--- config.mk ---
export PLATFORM = sky130hd
export DESIGN_NAME = dus_door_stats
export DESIGN_NICKNAME = d
export VERILOG_FILES = /design/src/logic/dus_pkg.sv /design/src/logic/dus_nv_store.sv /design/src/logic/dus_door_stats.sv
export SDC_FILE = /design/constraint.sdc
export NUM_CORES = 2
export LEC_CHECK = 0
export BUFFER_PORTS_ARGS = -buffer_cell sky130_fd_sc_hd__buf_2
export CAP_MARGIN = 25
export CORE_UTILIZATION = 59
export DETAILED_ROUTE_END_ITERATION = 8
export PLACE_DENSITY = 0.85
export SLEW_MARGIN = 20
export SYNTH_ARGS = -nofsm -noshare
export SYNTH_HDL_FRONTEND = slang
export SYNTH_SLANG_ARGS = --single-unit
--- constraint.sdc ---
create_clock -name clk -period 16.42 [get_ports clk]
set_input_delay 0.821 -clock clk [delete_from_list [all_inputs] [get_ports clk]]
set_output_delay 0.821 -clock clk [all_outputs]
set_load 0.01 [all_outputs]
--- src/logic/dus_pkg.sv ---
// Constants, types and register map of the door obstruction and usage statistics block
package dus_pkg;

  // ----------------------------------------------------------------
  // Timing
  // ----------------------------------------------------------------
  localparam longint unsigned CLK_HZ        = 64'd40_000_000;
  localparam longint unsigned WAIT_TIME_S   = 64'd2;
  localparam longint unsigned MINUTE_TIME_S = 64'd60;
  localparam longint unsigned WAIT_CYC_DEF  = WAIT_TIME_S * CLK_HZ;
  localparam longint unsigned MIN_CYC_DEF   = MINUTE_TIME_S * CLK_HZ;
  localparam logic [5:0]      MIN_PER_HOUR  = 6'h3C;

  // ----------------------------------------------------------------
  // Position, in millimetres, rising toward the open end
  // ----------------------------------------------------------------
  localparam int unsigned POS_W     = 16;
  localparam int unsigned MARGIN_CM = 2;
  localparam int unsigned MM_PER_CM = 10;
  localparam logic [POS_W:0] MARGIN_MM = (POS_W+1)'(MARGIN_CM * MM_PER_CM);

  // ----------------------------------------------------------------
  // Retained words
  // ----------------------------------------------------------------
  localparam int unsigned NV_WORDS = 7;
  localparam logic [2:0]  NV_OPEN  = 3'h0;
  localparam logic [2:0]  NV_BLOCK = 3'h1;
  localparam logic [2:0]  NV_LEARN = 3'h2;
  localparam logic [2:0]  NV_PWR   = 3'h3;
  localparam logic [2:0]  NV_HOURS = 3'h4;
  localparam logic [2:0]  NV_ELEC  = 3'h5;
  localparam logic [2:0]  NV_MECH  = 3'h6;
  localparam logic [2:0]  NV_LAST  = NV_MECH;

  // ----------------------------------------------------------------
  // Register map (word index on the register port)
  // ----------------------------------------------------------------
  localparam logic [3:0] REG_CTRL   = 4'h0;
  localparam logic [3:0] REG_CMD    = 4'h1;
  localparam logic [3:0] REG_STATUS = 4'h2;
  localparam logic [3:0] REG_STAT0  = 4'h3;
  localparam logic [3:0] REG_BLKPOS = 4'hA;

  localparam int unsigned CTRL_CM_BIT    = 0;
  localparam int unsigned CTRL_RETRY_LSB = 4;
  localparam int unsigned RETRY_W        = 4;
  localparam logic [RETRY_W-1:0] RETRY_DEFAULT = 4'h3;
  localparam int unsigned CMD_DEL_BIT    = 0;

  localparam int unsigned ST_RUN_BIT   = 0;
  localparam int unsigned ST_CBLK_BIT  = 1;
  localparam int unsigned ST_OBLK_BIT  = 2;
  localparam int unsigned ST_RETRY_LSB = 4;
  localparam int unsigned ST_STATE_LSB = 8;
  localparam int unsigned BLK_OPEN_LSB = 16;

  // ----------------------------------------------------------------
  // Types
  // ----------------------------------------------------------------
  typedef enum logic [2:0] {
    ST_IDLE, ST_CLOSE, ST_REVERSE, ST_REOPEN, ST_OPEN, ST_OPEN_WAIT, ST_OPEN_HOLD
  } dus_state_t;

  typedef struct packed {
    logic             blocked;
    logic             moving;
    logic             at_open;
    logic             at_closed;
    logic [POS_W-1:0] pos;
  } dus_sense_t;

  typedef struct packed {
    logic en;
    logic open;
    logic slow;
  } dus_drive_t;

endpackage

--- src/logic/dus_nv_store.sv ---
// Retentive word store with registered read data
`timescale 1ns/100ps
module dus_nv_store #(
  parameter int unsigned AW    = 3,
  parameter int unsigned DW    = 32,
  parameter int unsigned DEPTH = 7
) (
  // Clock and reset
  input  wire logic          clk,
  input  wire logic          rst,
  // Write port
  input  wire logic          wr_en,
  input  wire logic [AW-1:0] wr_addr,
  input  wire logic [DW-1:0] wr_data,
  // Read port
  input  wire logic          rd_en,
  input  wire logic [AW-1:0] rd_addr,
  output logic      [DW-1:0] rd_data
);

  // Array has no reset: it keeps its contents over a restart; a blank part reads zero
  logic [DW-1:0] mem [DEPTH] = '{default: '0};

  always_ff @(posedge clk)
  begin
    if (wr_en)
      mem[wr_addr] <= wr_data;
  end

  always_ff @(posedge clk or posedge rst)
  begin
    if (rst)
      rd_data <= '0;
    else if (rd_en)
      rd_data <= mem[rd_addr];
  end

endmodule // dus_nv_store

--- src/logic/dus_door_stats.sv ---
// Door obstruction handling and retained usage statistics
//
// Behaviour
// Closing blockage: halt, then drive open
// Re-close normal, slow 2 cm before blockage
// Repeat reverse cycle while blockage persists
// Slow until 2 cm past blockage, then normal
// Opening blockage: halt, wait 2 s, retry
// At most three opening retries, then stay
// New open command: slow near stored blockage
// Retry count settable; zero de-energises at once
// Maintenance message after each complete door cycle
// Delete clears usage counters, never operating hours or energy totals
// Count openings started from closed position
// Count blockages met while closing
// Count only successful learn runs
// Count restarts when parameter set valid
// Hours every 60 minutes; minutes restart
// Energy totals accumulate, saved hourly, restored
// Electrical total counts motor energy only
// Energised standstill: electrical rises, mechanical holds
// Energy reads return live accumulator values
// Capture blockage position, compare with margin
// Usage counters saturate instead of wrapping
//
// Implementation choices: strobed register access and the register offsets.
`timescale 1ns/100ps
module dus_door_stats
  import dus_pkg::*;
#(
  parameter longint unsigned WAIT_CYC = WAIT_CYC_DEF,
  parameter longint unsigned MIN_CYC  = MIN_CYC_DEF
) (
  // Clock and reset
  input  wire logic        clk,
  input  wire logic        rst,
  // Controller door commands
  input  wire logic        cmd_open,
  input  wire logic        cmd_close,
  // Drive feedback
  input  wire dus_sense_t  sense,
  input  wire logic        learn_ok,
  input  wire logic        param_valid,
  input  wire logic [15:0] elec_sample,
  input  wire logic [15:0] mech_sample,
  // Motor control and maintenance message
  output dus_drive_t       drive,
  output logic             mpdo_send,
  // Register port
  input  wire logic [3:0]  reg_addr,
  input  wire logic [31:0] reg_wdata,
  input  wire logic        reg_wr,
  input  wire logic        reg_rd,
  output logic      [31:0] reg_rdata
);

  // ----------------------------------------------------------------
  // Functions
  // ----------------------------------------------------------------
  function automatic logic within_margin(input logic [POS_W-1:0] a, input logic [POS_W-1:0] b);
    within_margin = {1'b0, a} <= ({1'b0, b} + MARGIN_MM);
  endfunction

  function automatic logic [31:0] sat_add(input logic [31:0] a, input logic [31:0] b);
    logic [32:0] s;
    s = {1'b0, a} + {1'b0, b};
    sat_add = s[32] ? 32'hFFFF_FFFF : s[31:0];
  endfunction

  // ----------------------------------------------------------------
  // Declarations
  // ----------------------------------------------------------------
  dus_state_t         state;
  dus_state_t         next_state;
  logic               run;
  logic [3:0]         rs_cnt;
  logic               nv_rd_en;
  logic               ld_vld;
  logic [2:0]         ld_idx;
  logic [31:0]        nv_rd_data;
  logic [2:0]         wr_idx;
  logic               nv_wr_en;
  logic               save_pend;
  logic               save_act;
  logic [31:0]        cnt [NV_WORDS];
  logic [31:0]        add_val [NV_WORDS];
  logic               cm_en;
  logic [RETRY_W-1:0] cfg_retries;
  logic [RETRY_W-1:0] retry_left;
  logic [31:0]        wait_cnt;
  logic [31:0]        min_cyc;
  logic [5:0]         minute;
  logic               hour_tick;
  logic               stat_del;
  logic               pwr_inc;
  logic [POS_W-1:0]   blk_close_pos;
  logic [POS_W-1:0]   blk_open_pos;
  logic               blk_close_valid;
  logic               blk_open_valid;
  logic               opened_flag;
  logic               ev_cblk;
  logic               ev_oblk;
  logic               ev_ostart;
  logic               ev_oend;
  logic               ev_cend;
  logic               ev_retry;

  // ----------------------------------------------------------------
  // Restore after restart, then sweep writes to the store
  // ----------------------------------------------------------------
  assign nv_rd_en = rs_cnt < 4'(NV_WORDS);
  assign pwr_inc  = ld_vld && (ld_idx == NV_LAST) && param_valid;
  assign nv_wr_en = run && ((wr_idx < NV_ELEC) || save_act);

  always_ff @(posedge clk or posedge rst)
  begin
    if (rst)
    begin
      rs_cnt <= '0;
      ld_vld <= 1'b0;
      ld_idx <= '0;
      run    <= 1'b0;
    end
    else
    begin
      if (nv_rd_en)
        rs_cnt <= rs_cnt + 4'h1;
      ld_vld <= nv_rd_en;
      ld_idx <= rs_cnt[2:0];
      run    <= run | (ld_vld && (ld_idx == NV_LAST));
    end
  end

  always_ff @(posedge clk or posedge rst)
  begin
    if (rst)
    begin
      wr_idx    <= '0;
      save_pend <= 1'b0;
      save_act  <= 1'b0;
    end
    else
    begin
      if (run)
        wr_idx <= (wr_idx == NV_LAST) ? 3'h0 : wr_idx + 3'h1;
      // Energy words go out as a pair, so a request waits for the pair to start
      save_act  <= (save_pend && (wr_idx == NV_HOURS)) ||
                   (save_act && (wr_idx != NV_LAST));
      // A new hour wins over the handover of the previous request
      save_pend <= hour_tick | (save_pend & ~(wr_idx == NV_HOURS));
    end
  end

  dus_nv_store #(
    .AW    (3),
    .DW    (32),
    .DEPTH (NV_WORDS)
  ) u_store (
    .clk     (clk),
    .rst     (rst),
    .wr_en   (nv_wr_en),
    .wr_addr (wr_idx),
    .wr_data (cnt[wr_idx]),
    .rd_en   (nv_rd_en),
    .rd_addr (rs_cnt[2:0]),
    .rd_data (nv_rd_data)
  );

  // ----------------------------------------------------------------
  // Door sequencing
  // ----------------------------------------------------------------
  always_comb
  begin
    next_state = state;
    ev_cblk    = 1'b0;
    ev_oblk    = 1'b0;
    ev_ostart  = 1'b0;
    ev_oend    = 1'b0;
    ev_cend    = 1'b0;
    ev_retry   = 1'b0;
    if (run)
    begin
      case (state)
        ST_IDLE:
          if (cmd_open && !sense.at_open)
          begin
            next_state = ST_OPEN;
            ev_ostart  = 1'b1;
          end
          else if (cmd_close && !cmd_open && !sense.at_closed)
            next_state = ST_CLOSE;
        ST_CLOSE:
          if (cmd_open)
          begin
            next_state = ST_OPEN;
            ev_ostart  = 1'b1;
          end
          else if (!cmd_close)
            next_state = ST_IDLE;
          else if (sense.at_closed)
          begin
            next_state = ST_IDLE;
            ev_cend    = 1'b1;
          end
          else if (sense.blocked)
          begin
            next_state = ST_REVERSE;
            ev_cblk    = 1'b1;
          end
        ST_REVERSE:
          next_state = ST_REOPEN;
        ST_REOPEN:
          if (sense.at_open)
          begin
            next_state = cmd_close ? ST_CLOSE : ST_IDLE;
            ev_oend    = 1'b1;
          end
          else if (!cmd_close)
            next_state = ST_IDLE;
        ST_OPEN:
          if (!cmd_open)
            next_state = ST_IDLE;
          else if (sense.at_open)
          begin
            next_state = ST_IDLE;
            ev_oend    = 1'b1;
          end
          else if (sense.blocked)
          begin
            next_state = (retry_left == '0) ? ST_OPEN_HOLD : ST_OPEN_WAIT;
            ev_oblk    = 1'b1;
          end
        ST_OPEN_WAIT:
          if (!cmd_open)
            next_state = ST_IDLE;
          else if (wait_cnt == 32'h0)
          begin
            next_state = ST_OPEN;
            ev_retry   = 1'b1;
          end
        ST_OPEN_HOLD:
          if (!cmd_open)
            next_state = ST_IDLE;
        default:
          next_state = ST_IDLE;
      endcase
    end
  end

  always_ff @(posedge clk or posedge rst)
  begin
    if (rst)
      state <= ST_IDLE;
    else
      state <= next_state;
  end

  always_ff @(posedge clk or posedge rst)
  begin
    if (rst)
    begin
      retry_left <= '0;
      wait_cnt   <= '0;
    end
    else
    begin
      if (ev_ostart)
        retry_left <= cfg_retries;
      else if (ev_retry)
        retry_left <= retry_left - 1'b1;
      if (ev_oblk)
        wait_cnt <= 32'(WAIT_CYC - 64'd1);
      else if ((state == ST_OPEN_WAIT) && (wait_cnt != 32'h0))
        wait_cnt <= wait_cnt - 32'h1;
    end
  end

  // ----------------------------------------------------------------
  // Stored blockage positions
  // ----------------------------------------------------------------
  always_ff @(posedge clk or posedge rst)
  begin
    if (rst)
    begin
      blk_close_pos   <= '0;
      blk_close_valid <= 1'b0;
      blk_open_pos    <= '0;
      blk_open_valid  <= 1'b0;
    end
    else
    begin
      if (ev_cblk)
      begin
        blk_close_pos   <= sense.pos;
        blk_close_valid <= 1'b1;
      end
      else if (ev_cend || ((state == ST_CLOSE) && !within_margin(blk_close_pos, sense.pos)))
        blk_close_valid <= 1'b0;
      if (ev_oblk)
      begin
        blk_open_pos   <= sense.pos;
        blk_open_valid <= 1'b1;
      end
      else if (ev_oend || ((state == ST_OPEN) && !within_margin(sense.pos, blk_open_pos)))
        blk_open_valid <= 1'b0;
    end
  end

  // ----------------------------------------------------------------
  // Motor drive and maintenance message
  // ----------------------------------------------------------------
  always_ff @(posedge clk or posedge rst)
  begin
    if (rst)
      drive <= '0;
    else
    begin
      drive.en   <= (next_state == ST_CLOSE) || (next_state == ST_REOPEN) ||
                    (next_state == ST_OPEN);
      drive.open <= (next_state == ST_REOPEN) || (next_state == ST_OPEN);
      drive.slow <= ((next_state == ST_CLOSE) && blk_close_valid &&
                     within_margin(sense.pos, blk_close_pos)) ||
                    ((next_state == ST_OPEN) && blk_open_valid &&
                     within_margin(blk_open_pos, sense.pos));
    end
  end

  always_ff @(posedge clk or posedge rst)
  begin
    if (rst)
    begin
      opened_flag <= 1'b0;
      mpdo_send   <= 1'b0;
    end
    else
    begin
      if (ev_oend)
        opened_flag <= 1'b1;
      else if (ev_cend)
        opened_flag <= 1'b0;
      mpdo_send <= ev_cend && opened_flag && cm_en;
    end
  end

  // ----------------------------------------------------------------
  // Operating time
  // ----------------------------------------------------------------
  assign hour_tick = run && (min_cyc == 32'(MIN_CYC - 64'd1)) &&
                     (minute == MIN_PER_HOUR - 6'h1);

  always_ff @(posedge clk or posedge rst)
  begin
    if (rst)
    begin
      min_cyc <= '0;
      minute  <= '0;
    end
    else if (run)
    begin
      if (min_cyc == 32'(MIN_CYC - 64'd1))
      begin
        min_cyc <= '0;
        minute  <= (minute == MIN_PER_HOUR - 6'h1) ? 6'h0 : minute + 6'h1;
      end
      else
        min_cyc <= min_cyc + 32'h1;
    end
  end

  // ----------------------------------------------------------------
  // Usage counters and energy totals
  // ----------------------------------------------------------------
  always_comb
  begin
    for (int i = 0; i < NV_WORDS; i++)
      add_val[i] = '0;
    add_val[NV_OPEN]  = 32'(ev_ostart & sense.at_closed);
    add_val[NV_BLOCK] = 32'(ev_cblk);
    add_val[NV_LEARN] = 32'(run & learn_ok);
    add_val[NV_PWR]   = 32'(pwr_inc);
    add_val[NV_HOURS] = 32'(hour_tick);
    add_val[NV_ELEC]  = 32'(drive.en ? elec_sample : 16'h0);
    add_val[NV_MECH]  = 32'((drive.en && sense.moving) ? mech_sample : 16'h0);
  end

  always_ff @(posedge clk or posedge rst)
  begin
    if (rst)
    begin
      for (int i = 0; i < NV_WORDS; i++)
        cnt[i] <= '0;
    end
    else
    begin
      for (int i = 0; i < NV_WORDS; i++)
      begin
        if (ld_vld && (ld_idx == 3'(i)))
          cnt[i] <= nv_rd_data;
        else if (stat_del && (i < int'(NV_HOURS)))
          cnt[i] <= add_val[i];
        else
          cnt[i] <= sat_add(cnt[i], add_val[i]);
      end
    end
  end

  // ----------------------------------------------------------------
  // Register port
  // ----------------------------------------------------------------
  assign stat_del = reg_wr && (reg_addr == REG_CMD) && reg_wdata[CMD_DEL_BIT];

  always_ff @(posedge clk or posedge rst)
  begin
    if (rst)
    begin
      cm_en       <= 1'b0;
      cfg_retries <= RETRY_DEFAULT;
    end
    else if (reg_wr && (reg_addr == REG_CTRL))
    begin
      cm_en       <= reg_wdata[CTRL_CM_BIT];
      cfg_retries <= reg_wdata[CTRL_RETRY_LSB +: RETRY_W];
    end
  end

  always_ff @(posedge clk or posedge rst)
  begin
    if (rst)
      reg_rdata <= '0;
    else
    begin
      reg_rdata <= '0;
      if (reg_rd)
      begin
        if (reg_addr == REG_CTRL)
        begin
          reg_rdata[CTRL_CM_BIT]                 <= cm_en;
          reg_rdata[CTRL_RETRY_LSB +: RETRY_W]   <= cfg_retries;
        end
        else if (reg_addr == REG_STATUS)
        begin
          reg_rdata[ST_RUN_BIT]                  <= run;
          reg_rdata[ST_CBLK_BIT]                 <= blk_close_valid;
          reg_rdata[ST_OBLK_BIT]                 <= blk_open_valid;
          reg_rdata[ST_RETRY_LSB +: RETRY_W]     <= retry_left;
          reg_rdata[ST_STATE_LSB +: 3]           <= state;
        end
        else if ((reg_addr >= REG_STAT0) && (reg_addr < REG_STAT0 + 4'(NV_WORDS)))
          reg_rdata <= cnt[3'(reg_addr - REG_STAT0)];
        else if (reg_addr == REG_BLKPOS)
        begin
          reg_rdata[POS_W-1:0]                   <= blk_close_pos;
          reg_rdata[BLK_OPEN_LSB +: POS_W]       <= blk_open_pos;
        end
      end
    end
  end

  // ----------------------------------------------------------------
  // Checks
  // ----------------------------------------------------------------
  chk_close_block_rev: assert property (@(posedge clk) disable iff (rst)
    (state == ST_CLOSE) && cmd_close && !cmd_open && !sense.at_closed && sense.blocked
    |=> (state == ST_REVERSE) && drive.en == 1'b0 ##1 (state == ST_REOPEN) && drive.open)
    else $error("closing blockage not reversed");

  chk_reclose_slow: assert property (@(posedge clk) disable iff (rst)
    (next_state == ST_CLOSE) && blk_close_valid && within_margin(sense.pos, blk_close_pos)
    |=> drive.slow && drive.en && !drive.open)
    else $error("no slow speed near closing blockage");

  chk_open_retry_wait: assert property (@(posedge clk) disable iff (rst)
    (state == ST_OPEN) && cmd_open && !sense.at_open && sense.blocked && (retry_left != '0)
    |=> (state == ST_OPEN_WAIT) && !drive.en && (wait_cnt == 32'(WAIT_CYC - 64'd1)))
    else $error("opening blockage did not start wait");

  chk_wait_expiry: assert property (@(posedge clk) disable iff (rst)
    (state == ST_OPEN_WAIT) && cmd_open && (wait_cnt == 32'h0)
    |=> (state == ST_OPEN) && drive.en && (retry_left == $past(retry_left) - 1'b1))
    else $error("retry not taken after wait");

  chk_retry_exhaust: assert property (@(posedge clk) disable iff (rst)
    (state == ST_OPEN) && cmd_open && !sense.at_open && sense.blocked && (retry_left == '0)
    |=> (state == ST_OPEN_HOLD) && !drive.en)
    else $error("door not held after last retry");

  chk_hold_off: assert property (@(posedge clk) disable iff (rst)
    (state == ST_OPEN_HOLD) |-> !drive.en)
    else $error("motor energised while held");

  chk_mpdo_gate: assert property (@(posedge clk) disable iff (rst)
    mpdo_send |-> $past(cm_en) && $past(opened_flag) && $past(state) == ST_CLOSE)
    else $error("maintenance message without completed cycle");

  chk_delete_hours: assert property (@(posedge clk) disable iff (rst)
    stat_del && !ld_vld |=> (cnt[NV_OPEN] <= 32'h1) && (cnt[NV_HOURS] >= $past(cnt[NV_HOURS])))
    else $error("delete handled wrongly");

  chk_block_count: assert property (@(posedge clk) disable iff (rst)
    ev_cblk && !stat_del && (cnt[NV_BLOCK] != 32'hFFFF_FFFF)
    |=> cnt[NV_BLOCK] == $past(cnt[NV_BLOCK]) + 32'h1)
    else $error("blockage not counted");

  chk_energy_stall: assert property (@(posedge clk) disable iff (rst)
    run && drive.en && !sense.moving |=> $stable(cnt[NV_MECH]))
    else $error("mechanical total moved at standstill");

endmodule // dus_door_stats

======== After elaboration in Yosys (flattened, before gate mapping) ========
Memories as Yosys holds them, arrays and structs flattened. A register that Yosys moved wholly into a read port is not among the register bits.
Cells that the tools add are included.
operators by class
  add/sub/neg operators ................... 17
  order comparisons ....................... 10
  equal/unequal tests ..................... 23
  multiplexer cells ....................... 97
  bitwise logic cells ..................... 8
  reductions and logical operators ........ 55
operator list
  operator                 number
  $mux W32                 28
  $bmux W32 S3             2
  $add A32 B1 Y33          5
  $le A16 B17 Y1           4
  $add A32 B16 Y33         2
  $mux W3                  18
  $add A16 B5 Y17 const B  3
  $mux W1                  36
  $add A32 B1 Y32 const B  1
  $eq A32 B32 Y1 const B   1
  $logic_not A32 Y1        1
  $mux W16                 2
  $reduce_bool A32 Y1      1
  $sub A32 B1 Y32 const B  1
  $logic_and A1 B1 Y1      30
  $eq A3 B3 Y1 const B     9
  $mux W24                 1
  $mux W21                 1
  $pmux W3 S7              1
  $eq A3 B2 Y1 const B     5
  $mux W4                  3
  $reduce_bool A2 Y1       5
  $eq A3 B1 Y1 const B     3
  $ge A4 B4 Y1 const B     2
  27 further kinds         45
word-level totals
  register bits ........................... 391
  bits in writable memories ............... 224
  output and inout bits ................... 36
  logic and storage cells ................. 242
  memories kept ........................... 1
memories
  name         depth  width  rd ports  clocked after memory_dff  wr ports  line                RTL
  u_store.mem  7      32     1         1                         1         dus_nv_store.sv:22  logic [DW-1:0] mem [DEPTH] = '{default: '0};

======== Logic depth before layout (Yosys ltp) ========
  depth in word-level cells ............... 11
  gate-level depth with buffers ........... 17
  depth with buffers taken out ............ 14

======== By module ========
A second synthesis with hierarchy kept.
unflattened totals
  cell total of the unflattened synthesis .. 3,634
  area total of the unflattened synthesis .. 36,942.9 sq um
by module, submodules not included
  module          times used  cells each  area each (sq um)  sequential area each (sq um)
  dus_door_stats  1           3,109       26,963.4           9,786.9
  dus_nv_store    1           525         9,979.6            7,527.2

======== Worst setup path after synthesis ========
No wires, ideal clock.
  path kind ............................... input -> register
  start ................................... input port reg_addr[0]
  end ..................................... register reg_rdata[13]
  setup time .............................. 0.136 ns
  data arrival time ....................... 3.954 ns
  data required time ...................... 16.284 ns
  setup slack ............................. 12.330 ns
  stages .................................. 11
  buffers on the path ..................... 6
  cells stage by stage .................... clkbuf_1 > buf_1 > inv_1 > clkbuf_1 > ha_1 > buf_1 > buf_2 > buf_2 > mux4_2 > a211oi_1 > nor3_1
on the way
  cells in the longest elaborated chain, start to end .. 9
  elaborated cells between the ends (all ways) .. 16
  those cells by class .................... add/sub (1); order compare (2); eq/ne (2); mux (8); bitwise (1); reduce/logical (2)
RTL lines
  element                                       line                   RTL
  from (decl)                                   dus_door_stats.sv:50   input wire logic [3:0] reg_addr,
  $sub A3 B2 Y3                                 dus_door_stats.sv:449  reg_rdata <= cnt[3'(reg_addr - REG_STAT0)];
  $not A3 Y4 (implied by the code)              dus_door_stats.sv:449
  $bmux W32 S3                                  dus_door_stats.sv:449
  $mux W32 (implied by the code) (2 in series)  dus_door_stats.sv:449
  $mux W32                                      dus_door_stats.sv:448  else if ((reg_addr >= REG_STAT0) && (reg_addr < REG_STAT0 + 4'(NV_WORDS)))
  $mux W21                                      dus_door_stats.sv:440  else if (reg_addr == REG_STATUS)
  $mux W24 *                                    dus_door_stats.sv:435  if (reg_addr == REG_CTRL)
  $mux W32 *                                    dus_door_stats.sv:433  if (reg_rd)
  to (signal, indexed assignment)               dus_door_stats.sv:437  reg_rdata[CTRL_CM_BIT] <= cm_en;
  to (signal, indexed assignment)               dus_door_stats.sv:442  reg_rdata[ST_RUN_BIT] <= run;
  to (signal assigned)                          dus_door_stats.sv:449
  to (decl)                                     dus_door_stats.sv:54   output logic [31:0] reg_rdata
Mark *: on every way between the ends. The rest lies on a longest branch, timed or not. The select of a mux whose other input is x is not followed.
A chain may end at the register's enable or synchronous reset.

======== Worst setup path in the final report ========
  start ................................... register run
  end ..................................... register cnt[196] (netlist bit)
on the way
  cells in the longest elaborated chain, start to end .. 6
RTL lines
  element                          line                   RTL
  from (decl)                      dus_door_stats.sv:75   logic run;
  from (signal assigned)           dus_door_stats.sv:130  run <= run | (ld_vld && (ld_idx == NV_LAST));
  $mux W1                          dus_door_stats.sv:181  if (run)
  $and A1 B1 Y1                    dus_door_stats.sv:377  add_val[NV_OPEN] = 32'(ev_ostart & sense.at_closed);
  $add A32 B1 Y33                  dus_door_stats.sv:66   s = {1'b0, a} + {1'b0, b};
  $mux W32                         dus_door_stats.sv:67   sat_add = s[32] ? 32'hFFFF_FFFF : s[31:0];
  $mux W32                         dus_door_stats.sv:399  else if (stat_del && (i < int'(NV_HOURS)))
  $mux W32                         dus_door_stats.sv:397  if (ld_vld && (ld_idx == 3'(i)))
  to (signal, indexed assignment)  dus_door_stats.sv:398  cnt[i] <= nv_rd_data;
  to (signal, indexed assignment)  dus_door_stats.sv:400  cnt[i] <= add_val[i];
  to (signal, indexed assignment)  dus_door_stats.sv:402  cnt[i] <= sat_add(cnt[i], add_val[i]);
  to (decl)                        dus_door_stats.sv:85   logic [31:0] cnt [NV_WORDS];
No other way between the ends.

==> results_tabular.tex <==
\begin{tabular}{lr}
\hline
Metric & Value \\
\hline
\multicolumn{2}{l}{\textbf{Layout}} \\
\quad Layout cells sized above 1 & 0.124 \\
\quad Area added between synthesis and finish & 9.28\% \\
\quad Fraction of the core area covered by cells at the end of the flow & 0.653 \\
\quad Fin nets & 3,851 \\
\multicolumn{2}{l}{\textbf{Flow run}} \\
\quad Count of maximum capacitance violations & 0 \\
\multicolumn{2}{l}{\textbf{Synth}} \\
\quad Most frequent cell after synthesis & sky130\_fd\_sc\_hd\_\_nand2\_1 \\
\quad Syn Area/Cell & 10.1 um2 \\
\quad Yosys warning count & 0 \\
\quad Leading post-synthesis cells by cell area & sky130\_fd\_sc\_hd\_\_dfrtp\_1 29\%, sky130\_fd\_sc\_hd\_\_edfxtp\_1 18\%, sky130\_fd\_sc\_hd\_\_mux4\_2 5.9\%, sky130\_fd\_sc\_hd\_\_nand2\_1 4.6\%, sky130\_fd\_sc\_hd\_\_o21ai\_0 4.0\% \\
\quad Primary flip-flop cell chosen by synthesis mapping & sky130\_fd\_sc\_hd\_\_dfrtp\_1 \\
\quad Synth cell types & 89 \\
\quad Post-synthesis cell type with the largest combined area & sky130\_fd\_sc\_hd\_\_dfrtp\_1 \\
\quad Synthesized cell area & 36,900 um2 \\
\quad Gate count of the mapped netlist & 3,663 \\
\quad Post-synthesis register bit count & 647 \\
\quad List of most frequent post-synthesis cells & 451 x sky130\_fd\_sc\_hd\_\_nand2\_1, 421 x sky130\_fd\_sc\_hd\_\_dfrtp\_1, 332 x sky130\_fd\_sc\_hd\_\_nor2\_1 \\
\quad Count of flip-flops with a built-in enable after synthesis & 224 \\
\quad Area share of the largest cell type after synthesis & 0.285 \\
\quad Post-Syn Nets & 3,870 \\
\quad Share of the yosys chip area belonging to registers & 0.469 \\
\quad Share of synthesized registers carrying an async set or reset & 0.654 \\
\multicolumn{2}{l}{\textbf{Setup path}} \\
\quad Category of the most critical setup path & reg -> reg \\
\quad Largest fanout of any net on the critical path & 26 \\
\quad Type of element capturing the critical path & register \\
\quad CP Data Arrival Time & 6.02 ns \\
\quad Critical Path RT & 16.96 ns \\
\quad CP Launch Type & register \\
\multicolumn{2}{l}{\textbf{Routing}} \\
\quad Vias & 29,927 \\
\quad Routed Antenna Nets & 0 \\
\quad Number of DRC violations after detailed routing & 0 \\
\quad Count of routing violations after the opening detailed-route iteration & 3,994 \\
\quad Number of iterations in the first detailed-routing pass & 9 \\
\quad Routed vias/inst & 6.60 \\
\quad Wire length after detailed routing & 106 mm \\
\quad Avg WL per Cell & 23.3 um \\
\multicolumn{2}{l}{\textbf{STA}} \\
\quad Worst slew slack as a fraction of its limit & 0.206 \\
\quad Achievable frequency & 183 MHz \\
\quad Fin crit share & 0.334 \\
\quad Transition time of the tightest slew-check pin & 1.18 ns \\
\quad Total negative setup slack & 0 ns \\
\quad Setup repair after global routing missed its margin & false \\
\quad Clock tree skew after final layout & 0.0278 ns \\
\quad Final setup violation count & 0 \\
\quad Final hold violation count & 0 \\
\quad Shortest period the worst path allows & 5.48 ns \\
\quad Final Max Slew Viols & 0 \\
\multicolumn{2}{l}{\textbf{Clock tree}} \\
\quad TritonCTS Sinks & 647 \\
\quad Number of buffers inserted for hold repair after clock tree synthesis & 0 \\
\quad CTS max path bufs & 3 \\
\quad TritonCTS buffer count & 69 \\
\quad Clock root buffer & sky130\_fd\_sc\_hd\_\_clkbuf\_16 \\
\quad Post-CTS Setup Inserts & 0 \\
\quad Clock tree from TritonCTS & yes \\
\quad H-tree levels & 3 \\
\quad Clock insertion delay at the later pin of the skew report & 0.64 ns \\
\quad Post-cts resize count & 0 \\
\quad Clock transition at the registers of the reported paths & 0.07 ns \\
\multicolumn{2}{l}{\textbf{Die}} \\
\quad Die height & 252 um \\
\quad I/O Pins & 132 \\
\quad X dimension of the die & 252 um \\
\quad Area inside the core boundary & 61,800 um2 \\
\quad Floorplan die area & 63,600 um2 \\
\quad Initial core utilization & 0.598 \\
\quad Row count & 91 \\
\multicolumn{2}{l}{\textbf{Global route}} \\
\quad Pin count of the biggest net entering global routing & 154 \\
\quad Wire length of the first global-routing pass & 163 mm \\
\quad Number of antenna violations at the first check in global routing & 1 \\
\quad Combined global-route utilization of all metal layers & 0.331 \\
\quad Gr ovfl total & 0 \\
\quad Number of global-route vias before repair & 28,552 \\
\multicolumn{2}{l}{\textbf{Min path}} \\
\quad HP Class & in -> async \\
\multicolumn{2}{l}{\textbf{Run status}} \\
\quad Result of the run & finished clean \\
\multicolumn{2}{l}{\textbf{Pwr}} \\
\quad IR drop worst, VDD & 66.1 uV \\
\quad Leakage power summed over all cells & 0.0167 uW \\
\quad Cell Pwr Density & 125 nW/um2 \\
\multicolumn{2}{l}{\textbf{Placed design}} \\
\quad Post-detail-place hpwl & 70.9 mm \\
\quad Buffers on Ports & 104 \\
\quad Final RePlAce weighted congestion & 1.01 \\
\hline
\end{tabular}
## report_power, final
group,total [uW],internal [uW],switching (uW)
sequential,2230,1940,295
clock,1570,895,670
combinational,1260,535,728
total,5060,3370,1690
## cell type report
| cell class | instances | area (um2) |
|---|---|---|
| repair buffers | 149 | 923 |
| inverters | 61 | 236 |
| clock buffers | 98 | 1940 |
| multi-input cells | 2716 | 18600 |
| clock inverters | 27 | 303 |
| fillers | 4560 | 21400 |
| well taps | 837 | 1050 |
| flip-flops and latches | 647 | 17300 |
| diodes | 1 | 2.50 |
## registers in the layout, indices dropped and copies added, names as in the netlist, 6 cells and up
name             count
blk_open_pos        16
u_store.rd_data     32
min_cyc             32
cnt                224
reg_rdata           32
minute               6
wait_cnt            32
blk_close_pos       16
u_store.mem        224
## metal layers
metal / up-vias / global-route usage / routed length, um
met1: 14447 / 0.432 / 39500
met4: 2 / 0.184 / 6490
li1: 13230 / - / -
met5: - / 0 / 13
met3: 388 / 0.0692 / 11000
met2: 1860 / 0.519 / 48600
## placed cells by master, fill, tap and decap left out, drive strengths merged, types with 8 or more instances in the layout
cell and n:
nand2 451, dfrtp 421, nor2 332, o21ai 295
edfxtp 224, a21oi 195, buf 149, nand3 144
xnor2 136, mux2i 131, xor2 125, ha 109
clkbuf 98, mux4 96, nor3 71, inv 67
mux2 65, and3 61, a31oi 60, nand4 51
a211oi 36, and2 32, and4 29, or3 25
nor2b 24, o31ai 23, a21o 22, nor4 22
a22o 19, nand2b 17, o211ai 16, clkinv 14
or2 9, a21boi 8, a221oi 8
## per-stage QoR
step	cells	hold slack, ns	worst slack (ns)	total power (uW)	area, um2
floorplan	3663	0.352	3.83	3050	36900
global placement	4405	0.462	11.25	3400	38000
detailed placement	4407	0.472	11.15	3460	38100
CTS	4532	0.412	11.21	5020	40300
global route	4535	0.158	10.72	5270	40400
finish	4536	0.137	10.94	5060	40400
## cells by family after synthesis
logic type / synth area share
buffers and inverters: 0.0321
and+or+nand+nor: 0.165
adders and majority gates: 0.0383
xor gates and xnor gates: 0.0625
AOI/OAI and AO/OA: 0.119
muxes: 0.114
DFF: 0.469
## worst max-delay path, cell delays in order (launching register included)
cell,delay (ns)
sky130_fd_sc_hd__dfrtp_1,0.50
sky130_fd_sc_hd__buf_4,0.34
sky130_fd_sc_hd__nand2_1,0.19
sky130_fd_sc_hd__nor3b_1,0.77
sky130_fd_sc_hd__and2_1,0.31
sky130_fd_sc_hd__ha_1,0.24
sky130_fd_sc_hd__ha_1,0.21
sky130_fd_sc_hd__nand3_1,0.20
sky130_fd_sc_hd__nor3_2,0.52
sky130_fd_sc_hd__and3_1,0.39
sky130_fd_sc_hd__and3_1,0.31
sky130_fd_sc_hd__and3_1,0.94
sky130_fd_sc_hd__o21ai_0,0.22
sky130_fd_sc_hd__o21ai_0,0.22
## final timing paths
check	start	endpoint	slack [ns]	depth (start not counted)
max	run	cnt[196]	10.94	13
max in group asynchronous	rst	wr_idx[0]	13.39	5
min	rst	reg_rdata[22]	0.14	2
min reg2reg	save_pend	save_pend	0.49	1
min in group clk	reg_wdata[4]	cfg_retries[0]	0.43	2
max reg2reg	run	cnt[196]	10.94	13
(Power assumes the default switching activity.)
